### src/pkg/sckdr_regs.svh
// register offsets, field layouts and timing counts of the clock delay ramp block
`ifndef SCKDR_REGS_SVH
`define SCKDR_REGS_SVH

`define SCKDR_ADDR_W          4
`define SCKDR_OFF_DELAY_CTRL  4'h0
`define SCKDR_OFF_COARSE      4'h1
`define SCKDR_OFF_FINE        4'h2
`define SCKDR_OFF_RAMP_CTRL   4'h3
`define SCKDR_OFF_FRAME_CTRL  4'h4
`define SCKDR_OFF_STATUS      4'h5
`define SCKDR_OFF_ACTIVE      4'h6

`define SCKDR_BIT_INVERT      0
`define SCKDR_BIT_DUAL_EDGE   1
`define SCKDR_LSB_DEMUX       2
`define SCKDR_BIT_RAMP_EN     0
`define SCKDR_BIT_RAMP_FAST   1
`define SCKDR_BIT_RAMPING     0
`define SCKDR_BIT_REF_SEEN    1

`define SCKDR_RST_COARSE      8'h00
`define SCKDR_RST_FINE        8'h00
`define SCKDR_RST_DEMUX       2'h0
`define SCKDR_RST_FRAME       8'h04

`define SCKDR_RAMP_PERIOD     9'h100
`define SCKDR_SLOW_STEPS      8'h01
`define SCKDR_FAST_STEPS      8'h04

`endif

### src/pkg/sckdr_pkg.sv
// types shared by the clock delay ramp block
package sckdr_pkg;
    typedef enum logic [1:0] {
        SCKDR_RAMP_IDLE,
        SCKDR_RAMP_WAIT,
        SCKDR_RAMP_STEP
    } sckdr_ramp_state_type;

    typedef enum logic {
        SCKDR_MODE_DUAL_CHANNEL,
        SCKDR_MODE_SINGLE_CHANNEL
    } sckdr_mode_type;
endpackage

### src/sckdr_delay_ramp.sv
// aperture delay control: inversion, coarse and fine stages, coarse ramp, reference capture
//
// Functional notes
// - dual-channel mode samples on each rising device clock edge.
// - single-channel mode samples on both clock edges, double rate.
// - device clock also runs digital processing and the output bus.
// - captured reference event resets dividers and strobe generation.
// - reference captured by the same deterministic clock edge, source meets margins.
// - invert control delays sampling by half a clock period.
// - coarse and fine stages each give 256 settings.
// - inversion, coarse and fine act independently and add together.
// - programmed delay shifts all internal clocks and reference capture.
// - with ramp on, active coarse walks gradually to the written value.
// - ramp rate is one or four coarse steps per 256 clocks.
// - each coarse write while ramping starts a new ramp.
//
// Chosen here: the address map and the plain strobed port.
`timescale 1ns/1ps
`default_nettype none
`include "sckdr_regs.svh"
module sckdr_delay_ramp
    import sckdr_pkg::*;
#(
    parameter int DELAY_W = 8,
    parameter int DEMUX_W = 2,
    parameter int FRAME_W = 8,
    parameter int DATA_W  = 8
)
(
    input  wire logic                     clock,
    input  wire logic                     sys_rst,
    input  wire logic [`SCKDR_ADDR_W-1:0] reg_addr,
    input  wire logic [DATA_W-1:0]        reg_wdata,
    input  wire logic                     reg_write,
    input  wire logic                     reg_read,
    output var  logic [DATA_W-1:0]        reg_rdata,
    input  wire logic                     system_reference,
    output var  logic                     clock_invert_delay,
    output var  logic [DELAY_W-1:0]       coarse_aperture_delay,
    output var  logic [DELAY_W-1:0]       fine_aperture_delay,
    output var  logic                     sample_dual_edge,
    output var  logic                     ramp_step_pulse,
    output var  logic                     output_bus_clock,
    output var  logic                     output_bus_strobe
);
    // ==========================================================
    // register decode
    function automatic logic hit(input logic [`SCKDR_ADDR_W-1:0] a,
                                 input logic [`SCKDR_ADDR_W-1:0] off);
        hit = (a == off);
    endfunction

    sckdr_ramp_state_type    ramp_state_reg;
    logic                    invert_reg;
    sckdr_mode_type          mode_reg;
    logic [DELAY_W-1:0]      target_reg;
    logic [DELAY_W-1:0]      active_reg;
    logic [DELAY_W-1:0]      fine_reg;
    logic                    delay_ramp_enable;
    logic                    delay_ramp_rate_select;
    logic [DEMUX_W-1:0]      output_demux_setting;
    logic [FRAME_W-1:0]      frame_length_setting;
    logic [8:0]              period_reg;
    logic                    ref_sync;
    logic                    ref_prev_reg;
    logic                    ref_event;
    logic                    ref_seen_reg;
    logic                    coarse_wr;
    logic [DELAY_W-1:0]      step_size;
    logic [DELAY_W-1:0]      gap;
    logic [DELAY_W-1:0]      active_next;

    assign coarse_wr = reg_write && hit(reg_addr, `SCKDR_OFF_COARSE);

    always_ff @(posedge clock)
    begin
        if (sys_rst)
        begin
            invert_reg             <= 1'b0;
            mode_reg               <= SCKDR_MODE_DUAL_CHANNEL;
            fine_reg               <= `SCKDR_RST_FINE;
            delay_ramp_enable      <= 1'b0;
            delay_ramp_rate_select <= 1'b0;
            output_demux_setting   <= `SCKDR_RST_DEMUX;
            frame_length_setting   <= `SCKDR_RST_FRAME;
        end
        else if (reg_write)
        begin
            if (hit(reg_addr, `SCKDR_OFF_DELAY_CTRL))
            begin
                invert_reg <= reg_wdata[`SCKDR_BIT_INVERT];
                mode_reg   <= reg_wdata[`SCKDR_BIT_DUAL_EDGE] ? SCKDR_MODE_SINGLE_CHANNEL
                                                             : SCKDR_MODE_DUAL_CHANNEL;
                // demux sits here because the frame length fills its whole word
                output_demux_setting <= reg_wdata[`SCKDR_LSB_DEMUX +: DEMUX_W];
            end
            else if (hit(reg_addr, `SCKDR_OFF_FINE))
                fine_reg <= reg_wdata[DELAY_W-1:0];
            else if (hit(reg_addr, `SCKDR_OFF_RAMP_CTRL))
            begin
                delay_ramp_enable      <= reg_wdata[`SCKDR_BIT_RAMP_EN];
                delay_ramp_rate_select <= reg_wdata[`SCKDR_BIT_RAMP_FAST];
            end
            else if (hit(reg_addr, `SCKDR_OFF_FRAME_CTRL))
                frame_length_setting <= reg_wdata[FRAME_W-1:0];
        end
    end

    always_ff @(posedge clock)
    begin
        if (sys_rst)
            target_reg <= `SCKDR_RST_COARSE;
        else if (coarse_wr)
            target_reg <= reg_wdata[DELAY_W-1:0];
    end

    // ==========================================================
    // coarse ramp
    assign step_size = delay_ramp_rate_select ? `SCKDR_FAST_STEPS : `SCKDR_SLOW_STEPS;
    assign gap       = (active_reg > target_reg) ? active_reg - target_reg
                                                 : target_reg - active_reg;

    always_comb
    begin
        // never overshoot: the last step may be shorter than the rate
        if (gap <= step_size)
            active_next = target_reg;
        else if (active_reg > target_reg)
            active_next = active_reg - step_size;
        else
            active_next = active_reg + step_size;
    end

    always_ff @(posedge clock)
    begin
        if (sys_rst)
        begin
            ramp_state_reg <= SCKDR_RAMP_IDLE;
            period_reg     <= '0;
        end
        else if (coarse_wr && delay_ramp_enable)
        begin
            ramp_state_reg <= SCKDR_RAMP_WAIT;
            period_reg     <= '0;
        end
        else
        begin
            case (ramp_state_reg)
                SCKDR_RAMP_IDLE:
                    period_reg <= '0;
                SCKDR_RAMP_WAIT:
                begin
                    period_reg <= period_reg + 1'b1;
                    if (!delay_ramp_enable || active_reg == target_reg)
                        ramp_state_reg <= SCKDR_RAMP_IDLE;
                    else if (period_reg == `SCKDR_RAMP_PERIOD - 2'h2)
                        ramp_state_reg <= SCKDR_RAMP_STEP;
                end
                SCKDR_RAMP_STEP:
                begin
                    period_reg     <= '0;
                    ramp_state_reg <= (active_next == target_reg) ? SCKDR_RAMP_IDLE
                                                                  : SCKDR_RAMP_WAIT;
                end
                default:
                    ramp_state_reg <= SCKDR_RAMP_IDLE;
            endcase
        end
    end

    always_ff @(posedge clock)
    begin
        if (sys_rst)
            active_reg <= `SCKDR_RST_COARSE;
        else if (coarse_wr && !delay_ramp_enable)
            active_reg <= reg_wdata[DELAY_W-1:0];
        else if (!delay_ramp_enable)
            active_reg <= target_reg;
        else if (ramp_state_reg == SCKDR_RAMP_STEP && !coarse_wr)
            active_reg <= active_next;
    end

    // ==========================================================
    // delay stage outputs; each field drives its own stage so they add
    always_ff @(posedge clock)
    begin
        if (sys_rst)
        begin
            clock_invert_delay    <= 1'b0;
            coarse_aperture_delay <= `SCKDR_RST_COARSE;
            fine_aperture_delay   <= `SCKDR_RST_FINE;
            sample_dual_edge      <= 1'b0;
            ramp_step_pulse       <= 1'b0;
        end
        else
        begin
            clock_invert_delay    <= invert_reg;
            coarse_aperture_delay <= active_reg;
            fine_aperture_delay   <= fine_reg;
            sample_dual_edge      <= (mode_reg == SCKDR_MODE_SINGLE_CHANNEL);
            ramp_step_pulse       <= (ramp_state_reg == SCKDR_RAMP_STEP) && !coarse_wr;
        end
    end

    // ==========================================================
    // reference capture, on the same (delayed) clock edge every time
    sckdr_sync2 u_ref_sync
    (
        .clock    (clock),
        .sys_rst  (sys_rst),
        .async_in (system_reference),
        .sync_out (ref_sync)
    );

    // a rising edge counts, so one pulse or a periodic train both work
    assign ref_event = ref_sync && !ref_prev_reg;

    always_ff @(posedge clock)
    begin
        if (sys_rst)
        begin
            ref_prev_reg <= 1'b0;
            ref_seen_reg <= 1'b0;
        end
        else
        begin
            ref_prev_reg <= ref_sync;
            // set wins over a read-clear in the same cycle
            if (ref_event)
                ref_seen_reg <= 1'b1;
            else if (reg_read && hit(reg_addr, `SCKDR_OFF_STATUS))
                ref_seen_reg <= 1'b0;
        end
    end

    // output bus timing runs on this same clock
    sckdr_strobe_gen #(.DEMUX_W(DEMUX_W), .FRAME_W(FRAME_W)) u_strobe
    (
        .clock                (clock),
        .sys_rst              (sys_rst),
        .ref_event            (ref_event),
        .output_demux_setting (output_demux_setting),
        .frame_length_setting (frame_length_setting),
        .output_bus_clock     (output_bus_clock),
        .output_bus_strobe    (output_bus_strobe)
    );

    // ==========================================================
    // read port
    always_ff @(posedge clock)
    begin
        if (sys_rst)
            reg_rdata <= '0;
        else if (!reg_read)
            reg_rdata <= '0;
        else if (hit(reg_addr, `SCKDR_OFF_DELAY_CTRL))
            reg_rdata <= DATA_W'({output_demux_setting,
                                  (mode_reg == SCKDR_MODE_SINGLE_CHANNEL), invert_reg});
        else if (hit(reg_addr, `SCKDR_OFF_COARSE))
            reg_rdata <= DATA_W'(target_reg);
        else if (hit(reg_addr, `SCKDR_OFF_FINE))
            reg_rdata <= DATA_W'(fine_reg);
        else if (hit(reg_addr, `SCKDR_OFF_RAMP_CTRL))
            reg_rdata <= DATA_W'({delay_ramp_rate_select, delay_ramp_enable});
        else if (hit(reg_addr, `SCKDR_OFF_FRAME_CTRL))
            reg_rdata <= DATA_W'(frame_length_setting);
        else if (hit(reg_addr, `SCKDR_OFF_STATUS))
            reg_rdata <= DATA_W'({ref_seen_reg, (ramp_state_reg != SCKDR_RAMP_IDLE)});
        else if (hit(reg_addr, `SCKDR_OFF_ACTIVE))
            reg_rdata <= DATA_W'(active_reg);
        else
            reg_rdata <= '0;
    end

    // ==========================================================
    // checks
    ramp_rate_gap_a: assert property (@(posedge clock) disable iff (sys_rst)
        ramp_step_pulse |-> ##1 !ramp_step_pulse [*8])
        else $error("ramp steps too close together");
    ramp_bounded_a: assert property (@(posedge clock) disable iff (sys_rst)
        (ramp_state_reg == SCKDR_RAMP_STEP && !coarse_wr) |=>
        (gap < $past(gap)))
        else $error("ramp moved away from target");
    direct_write_a: assert property (@(posedge clock) disable iff (sys_rst)
        (coarse_wr && !delay_ramp_enable) |-> ##2 coarse_aperture_delay == $past(reg_wdata[DELAY_W-1:0], 2))
        else $error("direct coarse write not applied");
    ramp_restart_a: assert property (@(posedge clock) disable iff (sys_rst)
        (coarse_wr && delay_ramp_enable) |=> ramp_state_reg == SCKDR_RAMP_WAIT)
        else $error("coarse write did not restart ramp");
    ramp_stop_a: assert property (@(posedge clock) disable iff (sys_rst)
        (ramp_state_reg == SCKDR_RAMP_IDLE && !coarse_wr && delay_ramp_enable) |=> $stable(active_reg))
        else $error("coarse moved while idle");
    invert_follow_a: assert property (@(posedge clock) disable iff (sys_rst)
        (reg_write && hit(reg_addr, `SCKDR_OFF_DELAY_CTRL)) |-> ##2
        clock_invert_delay == $past(reg_wdata[`SCKDR_BIT_INVERT], 2))
        else $error("invert control not applied");
    ref_strobe_a: assert property (@(posedge clock) disable iff (sys_rst)
        ref_event |=> output_bus_strobe && !output_bus_clock)
        else $error("reference did not realign strobe");
    fine_follow_a: assert property (@(posedge clock) disable iff (sys_rst)
        (reg_write && hit(reg_addr, `SCKDR_OFF_FINE)) |-> ##2
        fine_aperture_delay == $past(reg_wdata[DELAY_W-1:0], 2))
        else $error("fine delay not applied");
endmodule
`default_nettype wire

### src/sckdr_strobe_gen.sv
// frame divider and output strobe generation, realigned by the reference event
`timescale 1ns/1ps
`default_nettype none
module sckdr_strobe_gen
#(
    parameter int DEMUX_W = 2,
    parameter int FRAME_W = 8
)
(
    input  wire logic               clock,
    input  wire logic               sys_rst,
    input  wire logic               ref_event,
    input  wire logic [DEMUX_W-1:0] output_demux_setting,
    input  wire logic [FRAME_W-1:0] frame_length_setting,
    output var  logic               output_bus_clock,
    output var  logic               output_bus_strobe
);
    localparam int CNT_W = DEMUX_W + FRAME_W + 1;

    logic [CNT_W-1:0] frame_len;
    logic [CNT_W-1:0] count_reg;
    logic [CNT_W-1:0] count_next;

    assign frame_len = CNT_W'((output_demux_setting + 1'b1) * frame_length_setting);

    always_comb
    begin
        if (ref_event || (count_reg + 1'b1 >= frame_len))
            count_next = '0;
        else
            count_next = count_reg + 1'b1;
    end

    // divider and strobe restart on the reference so every device lines up
    always_ff @(posedge clock)
    begin
        if (sys_rst)
            count_reg <= '0;
        else
            count_reg <= count_next;
    end

    always_ff @(posedge clock)
    begin
        if (sys_rst)
        begin
            output_bus_clock  <= 1'b0;
            output_bus_strobe <= 1'b0;
        end
        else
        begin
            output_bus_clock  <= ref_event ? 1'b0 : ~output_bus_clock;
            output_bus_strobe <= (count_next == '0);
        end
    end
endmodule
`default_nettype wire

### src/sckdr_sync2.sv
// two-flop synchroniser for a level arriving from outside the clock domain
`timescale 1ns/1ps
`default_nettype none
module sckdr_sync2
(
    input  wire logic clock,
    input  wire logic sys_rst,
    input  wire logic async_in,
    output var  logic sync_out
);
    logic meta_reg;

    always_ff @(posedge clock)
    begin
        if (sys_rst)
        begin
            meta_reg <= 1'b0;
            sync_out <= 1'b0;
        end
        else
        begin
            meta_reg <= async_in;
            sync_out <= meta_reg;
        end
    end
endmodule
`default_nettype wire

### config.mk
export PLATFORM = sky130hd
export DESIGN_NAME = sckdr_delay_ramp
export DESIGN_NICKNAME = d
export VERILOG_FILES = /design/src/pkg/sckdr_pkg.sv /design/src/sckdr_delay_ramp.sv /design/src/sckdr_strobe_gen.sv /design/src/sckdr_sync2.sv
export VERILOG_INCLUDE_DIRS = /design/src /design/src/pkg
export SDC_FILE = /design/constraint.sdc
export NUM_CORES = 1
export LEC_CHECK = 0
export ABC_CLOCK_PERIOD_IN_PS = 4900
export BUFFER_PORTS_ARGS = -buffer_cell sky130_fd_sc_hd__buf_2
export CAP_MARGIN = 0
export CORE_MARGIN = 2
export CORE_UTILIZATION = 63
export CTS_BUF_LIST = sky130_fd_sc_hd__clkbuf_8
export DETAILED_ROUTE_END_ITERATION = 10
export PLACE_DENSITY = 0.81
export SYNTH_ARGS = -nofsm -noshare
export SYNTH_HDL_FRONTEND = slang
export SYNTH_HIERARCHICAL = 1
export SYNTH_SLANG_ARGS = --single-unit
### constraint.sdc
create_clock -name clock -period 4.9 [get_ports clock]
set_input_delay 0.49 -clock clock [delete_from_list [all_inputs] [get_ports clock]]
set_output_delay 0.49 -clock clock [all_outputs]
set_load 0.005 [all_outputs]
# == Word-level counts from Yosys, hierarchy flattened ==
# Cells that the tools add are included.
# word_totals
elab_cells,110
ramBits,0
n_memories,0
ff_bits,93
romBits,0
latchBits,0
# op_classes
n_eq_ne,15
n_mul,1
mux,24
n_div,0
reduce_logical,28
bitwise_logic,6
shift,0
n_addsub,7
order_cmp,3
# ops
op,n
8-bit 2-to-1 mux,12
9-bit one-hot mux with 2 select lines,1
8-bit equality test,2
8-bit subtractor,2
4-bit by 3-bit equality test with 1-bit output (second input constant),3
11-bit by 1-bit adder with 11-bit output (second input constant),1
11-bit >= comparator,1
11-bit logical NOT,1
11-bit by 8-bit multiplier with 11-bit output,1
11-bit 2-to-1 mux,1
9-bit by 1-bit adder with 9-bit output (second input constant),1
9-bit by 8-bit equality test with 1-bit output (second input constant),1
8-bit by 3-bit adder with 8-bit output,1
4-bit by 2-bit equality test with 1-bit output (second input constant),2
8-bit greater-than comparator,1
8-bit by 3-bit less-or-equal comparator with 1-bit output,1
2-bit OR reduction,4
8-bit by 3-bit subtractor with 8-bit output,1
1-bit logical AND,6
1-bit inverter,6
2-bit one-hot mux with 3 select lines,1
2-bit AND reduction,3
2-bit nonzero test,3
1-bit 2-to-1 mux,5
19 further kinds,23

# == Longest topological paths before layout ==
# depth
depth_word,8
ltp_mapped,19
depth_no_buf,18

# == Hierarchy ==
# Netlist, hierarchy kept.
# by_module_without_submodules
mod,instances,cells_per_inst,area_each_um2
sckdr_delay_ramp,1,528,4496.8
sckdr_strobe_gen,1,173,1510.2
sckdr_sync2,1,4,52.6

# == Least setup slack after synthesis ==
# Ideal clock, no wire load.
# synth_path
path_kind,reg-to-reg
startpoint,reg target_reg[1]
endpoint,reg active_reg[0]
stages_incl_launch_ff,18
setup_ns,0.122
required_ns,4.778
path_slack_ns,0.944
path_buffers,1
arrival_ns,3.834
path_cell_list,dfxtp_1 inv_1 fa_1 nand3_1 a21oi_2 o31ai_4 inv_1 mux2i_1 xnor2_1 ha_1 o21ai_0 o31ai_1 a2111o_1 nor3_1 a32oi_2 or2_1 buf_6 a311o_1
# synth_via
elab_chain_cells,7
# synth_rtl
item,line_no,source
"start, declared",sckdr_delay_ramp.sv:56,logic [DELAY_W-1:0] target_reg;
"start signal, assigned",sckdr_delay_ramp.sv:112,target_reg <= `SCKDR_RST_COARSE;
"start signal, assigned",sckdr_delay_ramp.sv:114,target_reg <= reg_wdata[DELAY_W-1:0];
"8-bit subtractor, or another cell as far along",sckdr_delay_ramp.sv:121,: target_reg - active_reg;
8-bit 2-to-1 mux,sckdr_delay_ramp.sv:120,assign gap = (active_reg > target_reg) ? active_reg - target_reg
8-bit by 3-bit less-or-equal comparator with 1-bit output,sckdr_delay_ramp.sv:126,if (gap <= step_size)
8-bit 2-to-1 mux (*),sckdr_delay_ramp.sv:126,
8-bit 2-to-1 mux (*),sckdr_delay_ramp.sv:179,else if (ramp_state_reg == SCKDR_RAMP_STEP && !coarse_wr)
8-bit 2-to-1 mux (*),sckdr_delay_ramp.sv:177,else if (!delay_ramp_enable)
8-bit 2-to-1 mux (*),sckdr_delay_ramp.sv:175,else if (coarse_wr && !delay_ramp_enable)
"end signal, assigned",sckdr_delay_ramp.sv:176,active_reg <= reg_wdata[DELAY_W-1:0];
"end signal, assigned",sckdr_delay_ramp.sv:178,active_reg <= target_reg;
"end signal, assigned",sckdr_delay_ramp.sv:180,active_reg <= active_next;
"end, declared",sckdr_delay_ramp.sv:57,logic [DELAY_W-1:0] active_reg;
# Every way passes the cells marked *; elsewhere a longest branch is shown, timed or not. The select of a mux whose other input is x is not followed.
# A chain may end at the register's enable or synchronous reset.

# == Final worst setup path ==
# layout_path
startpoint,reg target_reg[4]
endpoint,reg active_reg[1]
# The elaborated chain is that of the path after synthesis.

==> out/qor.csv <==
stage;metric;value;unit
outcome;status;completed;
critical_path;crit_arrival;4.88;ns
drt;drc_errors;0;
sta;setup_viol;0;
finish;drive_gt1_frac;0.1176;
sta;fin_skew;0.01556;ns
clock_network;htreeDepth;3;
critical_path;r2r_slack;0.33;ns
global_route;grt_util_all_layers;0.2904;
finish;antenna_cells;0;
synth;synth_ff_type;dfxtp_1;
power;p_total;1.539;mW
synth;synth_nets;785;
global_route;first_global_vias;4824;
critical_path;cpPeakStageDelay;0.54;ns
drt;via_per_inst;6.045;
place;dpl_cell_area;6335;um^2
clock_network;clk_latency;0.37;ns
sta;slew_headroom;0.2664;
sta;fin_tns_setup;0;ns
critical_path;crit_slowest_cell;ha_1;
finish;fin_nets;815;
critical_path;crit_chain;inv_1 > ha_1 > nand4_1 > or2_2 > o31ai_4 > inv_1 > mux2i_1 > xnor2_1 > ha_1 > o21ai_0 > o31ai_1 > a2111o_1 > nor3_1 > a32oi_2 > buf_4 > or4_1 > nand3_1;
synth;ys_seq_area_frac;0.3072;
global_route;use_met1;0.3778;
place;port_buffers;45;
die;fp.dieH;102.1;um
global_route;grt_busiest_layer;met2;
critical_path;critPathMaxFanout;13;
synth;synth_area;6060;um^2
critical_path;endpoint_kind;flop;
place;gp_congestion;0.9684;
die;initial_utilization;0.6527;
die;dieWidth;102.1;um
clock_network;numCtsBuffers;9;
synth;ys.warnings.count;6;
clock_network;path_clk_slew;0.11;ns
synth;synth_cells;705;
drt;drt-total-wl;14.87;mm
drt;drtAntennaViolNets;0;
clock_network;clock_sinks;93;
power;p_leak;2.940;nW
place;dp_hpwl;11.50;mm
global_route;grt_max_degree;43;
global_route;grt_first_pass_wirelength;23.70;mm
die;core;9284;um^2
sta;hold_violations;0;
sta;fmax;218.8;MHz
sta;worst_slew_pin_slew;1.092;ns
sta;fin_crit_sh;0.9328;
place;dp.cells;853;
critical_path;critical_path_class;flop to flop;
sta;setup_ws;0.3290;ns
critical_path;crit_path_start_kind;flop;
die;io-pin-count;46;
sta;holdWs;0.3448;ns
synth;synth-async-reset-ratio;0;
clock_network;hold_buffers;0;
clock_network;ctsResizeCount;0;
sta;period_needed;4.571;ns
place;pre_cts_ws;0.3600;ns
finish;largest_reg_flops;11;
synth;synth_edf_count;0;
critical_path;cp.required;5.21;ns
finish;syn2layout_area_growth;7.619;%
drt;wl_per_cell;17.11;um
clock_network;cts_root_buffer;clkbuf_8;
finish;stdcell_count;869;
finish;fin_util;0.7024;
drt;num_vias;5253;
critical_path;path_delay_family;simple AND/OR/NAND/NOR gates;
drt;drtIter0Drc;326;
clock_network;tritoncts;yes;
die;rows;35;
sta;rsz0062_at_grt;false;
global_route;use_met3;0.03899;
power;irDropWorstVdd;128.3;uV
die;dieArea;10420;um^2
synth;synth.distinct_cells;72;
drt;dr.pass1.iters;5;
job;cap_violations;0;
finish;nFillCells;756;
synth;ys_seq_elements;93;
global_route;antenna_found_initial;0;
critical_path;critPathBufInv;3;
hold_path;hold_path_class;input port to flop;
clock_network;cts_buffer_depth;2;
global_route;grt_util_met2;0.4985;
finish;final_area;6521;um^2
power;power_density;236.0;nW/um^2
global_route;overflow;0;
synth;avgSynthCellArea;8.595;um^2
clock_network;cts_setup_buffers;0;
sta;slew_viol_final;0;
-- Yosys cell counts, types with 3 or more instances --
cell | number | share of area
o211ai_1 | 3 | 0.0037
xnor2_1 | 28 | 0.040
a2111oi_0 | 3 | 0.0043
o22ai_1 | 4 | 0.0041
or3_1 | 3 | 0.0031
a211o_1 | 3 | 0.0043
nand4_1 | 10 | 0.010
nand2_1 | 36 | 0.022
buf_2 | 5 | 0.0041
a211oi_1 | 5 | 0.0062
mux2i_1 | 37 | 0.061
a31oi_1 | 11 | 0.011
o21ai_0 | 22 | 0.018
a311o_1 | 3 | 0.0050
nand3_1 | 18 | 0.015
mux2_2 | 3 | 0.0056
fa_1 | 10 | 0.033
a221oi_1 | 3 | 0.0043
a22oi_1 | 5 | 0.0062
dfxtp_1 | 93 | 0.31
clkbuf_1 | 19 | 0.012
xor2_1 | 9 | 0.013
a21oi_1 | 32 | 0.026
o31ai_1 | 4 | 0.0050
nor4_1 | 7 | 0.0072
ha_1 | 53 | 0.11
nor2_1 | 97 | 0.060
nand2b_1 | 7 | 0.0072
and2_1 | 15 | 0.015
inv_1 | 43 | 0.027
nor3_1 | 11 | 0.0091
o21a_1 | 3 | 0.0037
nor3b_1 | 10 | 0.012
a21o_1 | 5 | 0.0062
nor2b_1 | 29 | 0.030
a21boi_0 | 3 | 0.0037
or2_2 | 4 | 0.0041
and3_1 | 5 | 0.0052
-- layout make-up --
class,instances,area [um^2],share of cell area
inverters,43,161.4,0.02475
repair buffers,49,255.2,0.03914
well taps,129,161.4,0.02475
multi-input cells,539,3895,0.5973
clock buffers,9,123.9,0.01899
flip-flops and latches,93,1862,0.2855
clock inverters,7,62.56,0.009593
-- final timing paths --
kind,start,end,cells past startpoint
max,target_reg[4],active_reg[1],17
min,system_reference,u_ref_sync/meta_reg,2
max reg2reg,target_reg[4],active_reg[1],17
min reg2reg,u_strobe/output_bus_clock,u_strobe/output_bus_clock,1
-- cells by family (layout without fill, tap and decap cells) --
group	count (synthesis)	count (layout)	share of synthesized area
adders and majority gates	63	63	0.1425
DFF	93	93	0.3072
buffers and inverters	73	108	0.04997
muxes	40	40	0.06669
AOI/OAI and AO/OA	136	136	0.1596
xor gates and xnor gates	38	38	0.05720
and+or+nand+nor	262	262	0.2168
-- power breakdown --
group	switching (mW)	leakage, nW	internal (mW)
Clock	0.306	0.0984	0.197
Sequential	0.0134	0.752	0.770
Combinational	0.154	2.09	0.0985
-- worst reg2reg max path: cells and delay by family, from the launching register on --
| kind | cells | cell delay [ns] |
|---|---|---|
| and+or+nand+nor | 5 | 1.37 |
| AOI/OAI and AO/OA | 5 | 0.93 |
| adders and majority gates | 2 | 0.81 |
| buffers and inverters | 3 | 0.56 |
| DFF | 1 | 0.45 |
| muxes | 1 | 0.25 |
| xor gates and xnor gates | 1 | 0.15 |
-- cell usage in the layout (no fill, tap or decap), types with 9 or more instances in the layout --
cell type	n
nor2_1	97
dfxtp_1	93
ha_1	53
buf_2	45
inv_1	43
mux2i_1	37
nand2_1	36
a21oi_1	32
nor2b_1	29
xnor2_1	28
o21ai_0	22
nand3_1	18
and2_1	15
nor3_1	11
a31oi_1	11
nand4_1	10
nor3b_1	10
fa_1	10
xor2_1	9
clkbuf_8	9
-- per-layer routing --
layer | vias to the layer above | share of wire
li1 | 2542 | -
met4 | 0 | 0.026
met5 | - | 0
met3 | 32 | 0.057
met2 | 200 | 0.48
met1 | 2479 | 0.43
(Power assumes the default switching activity.)
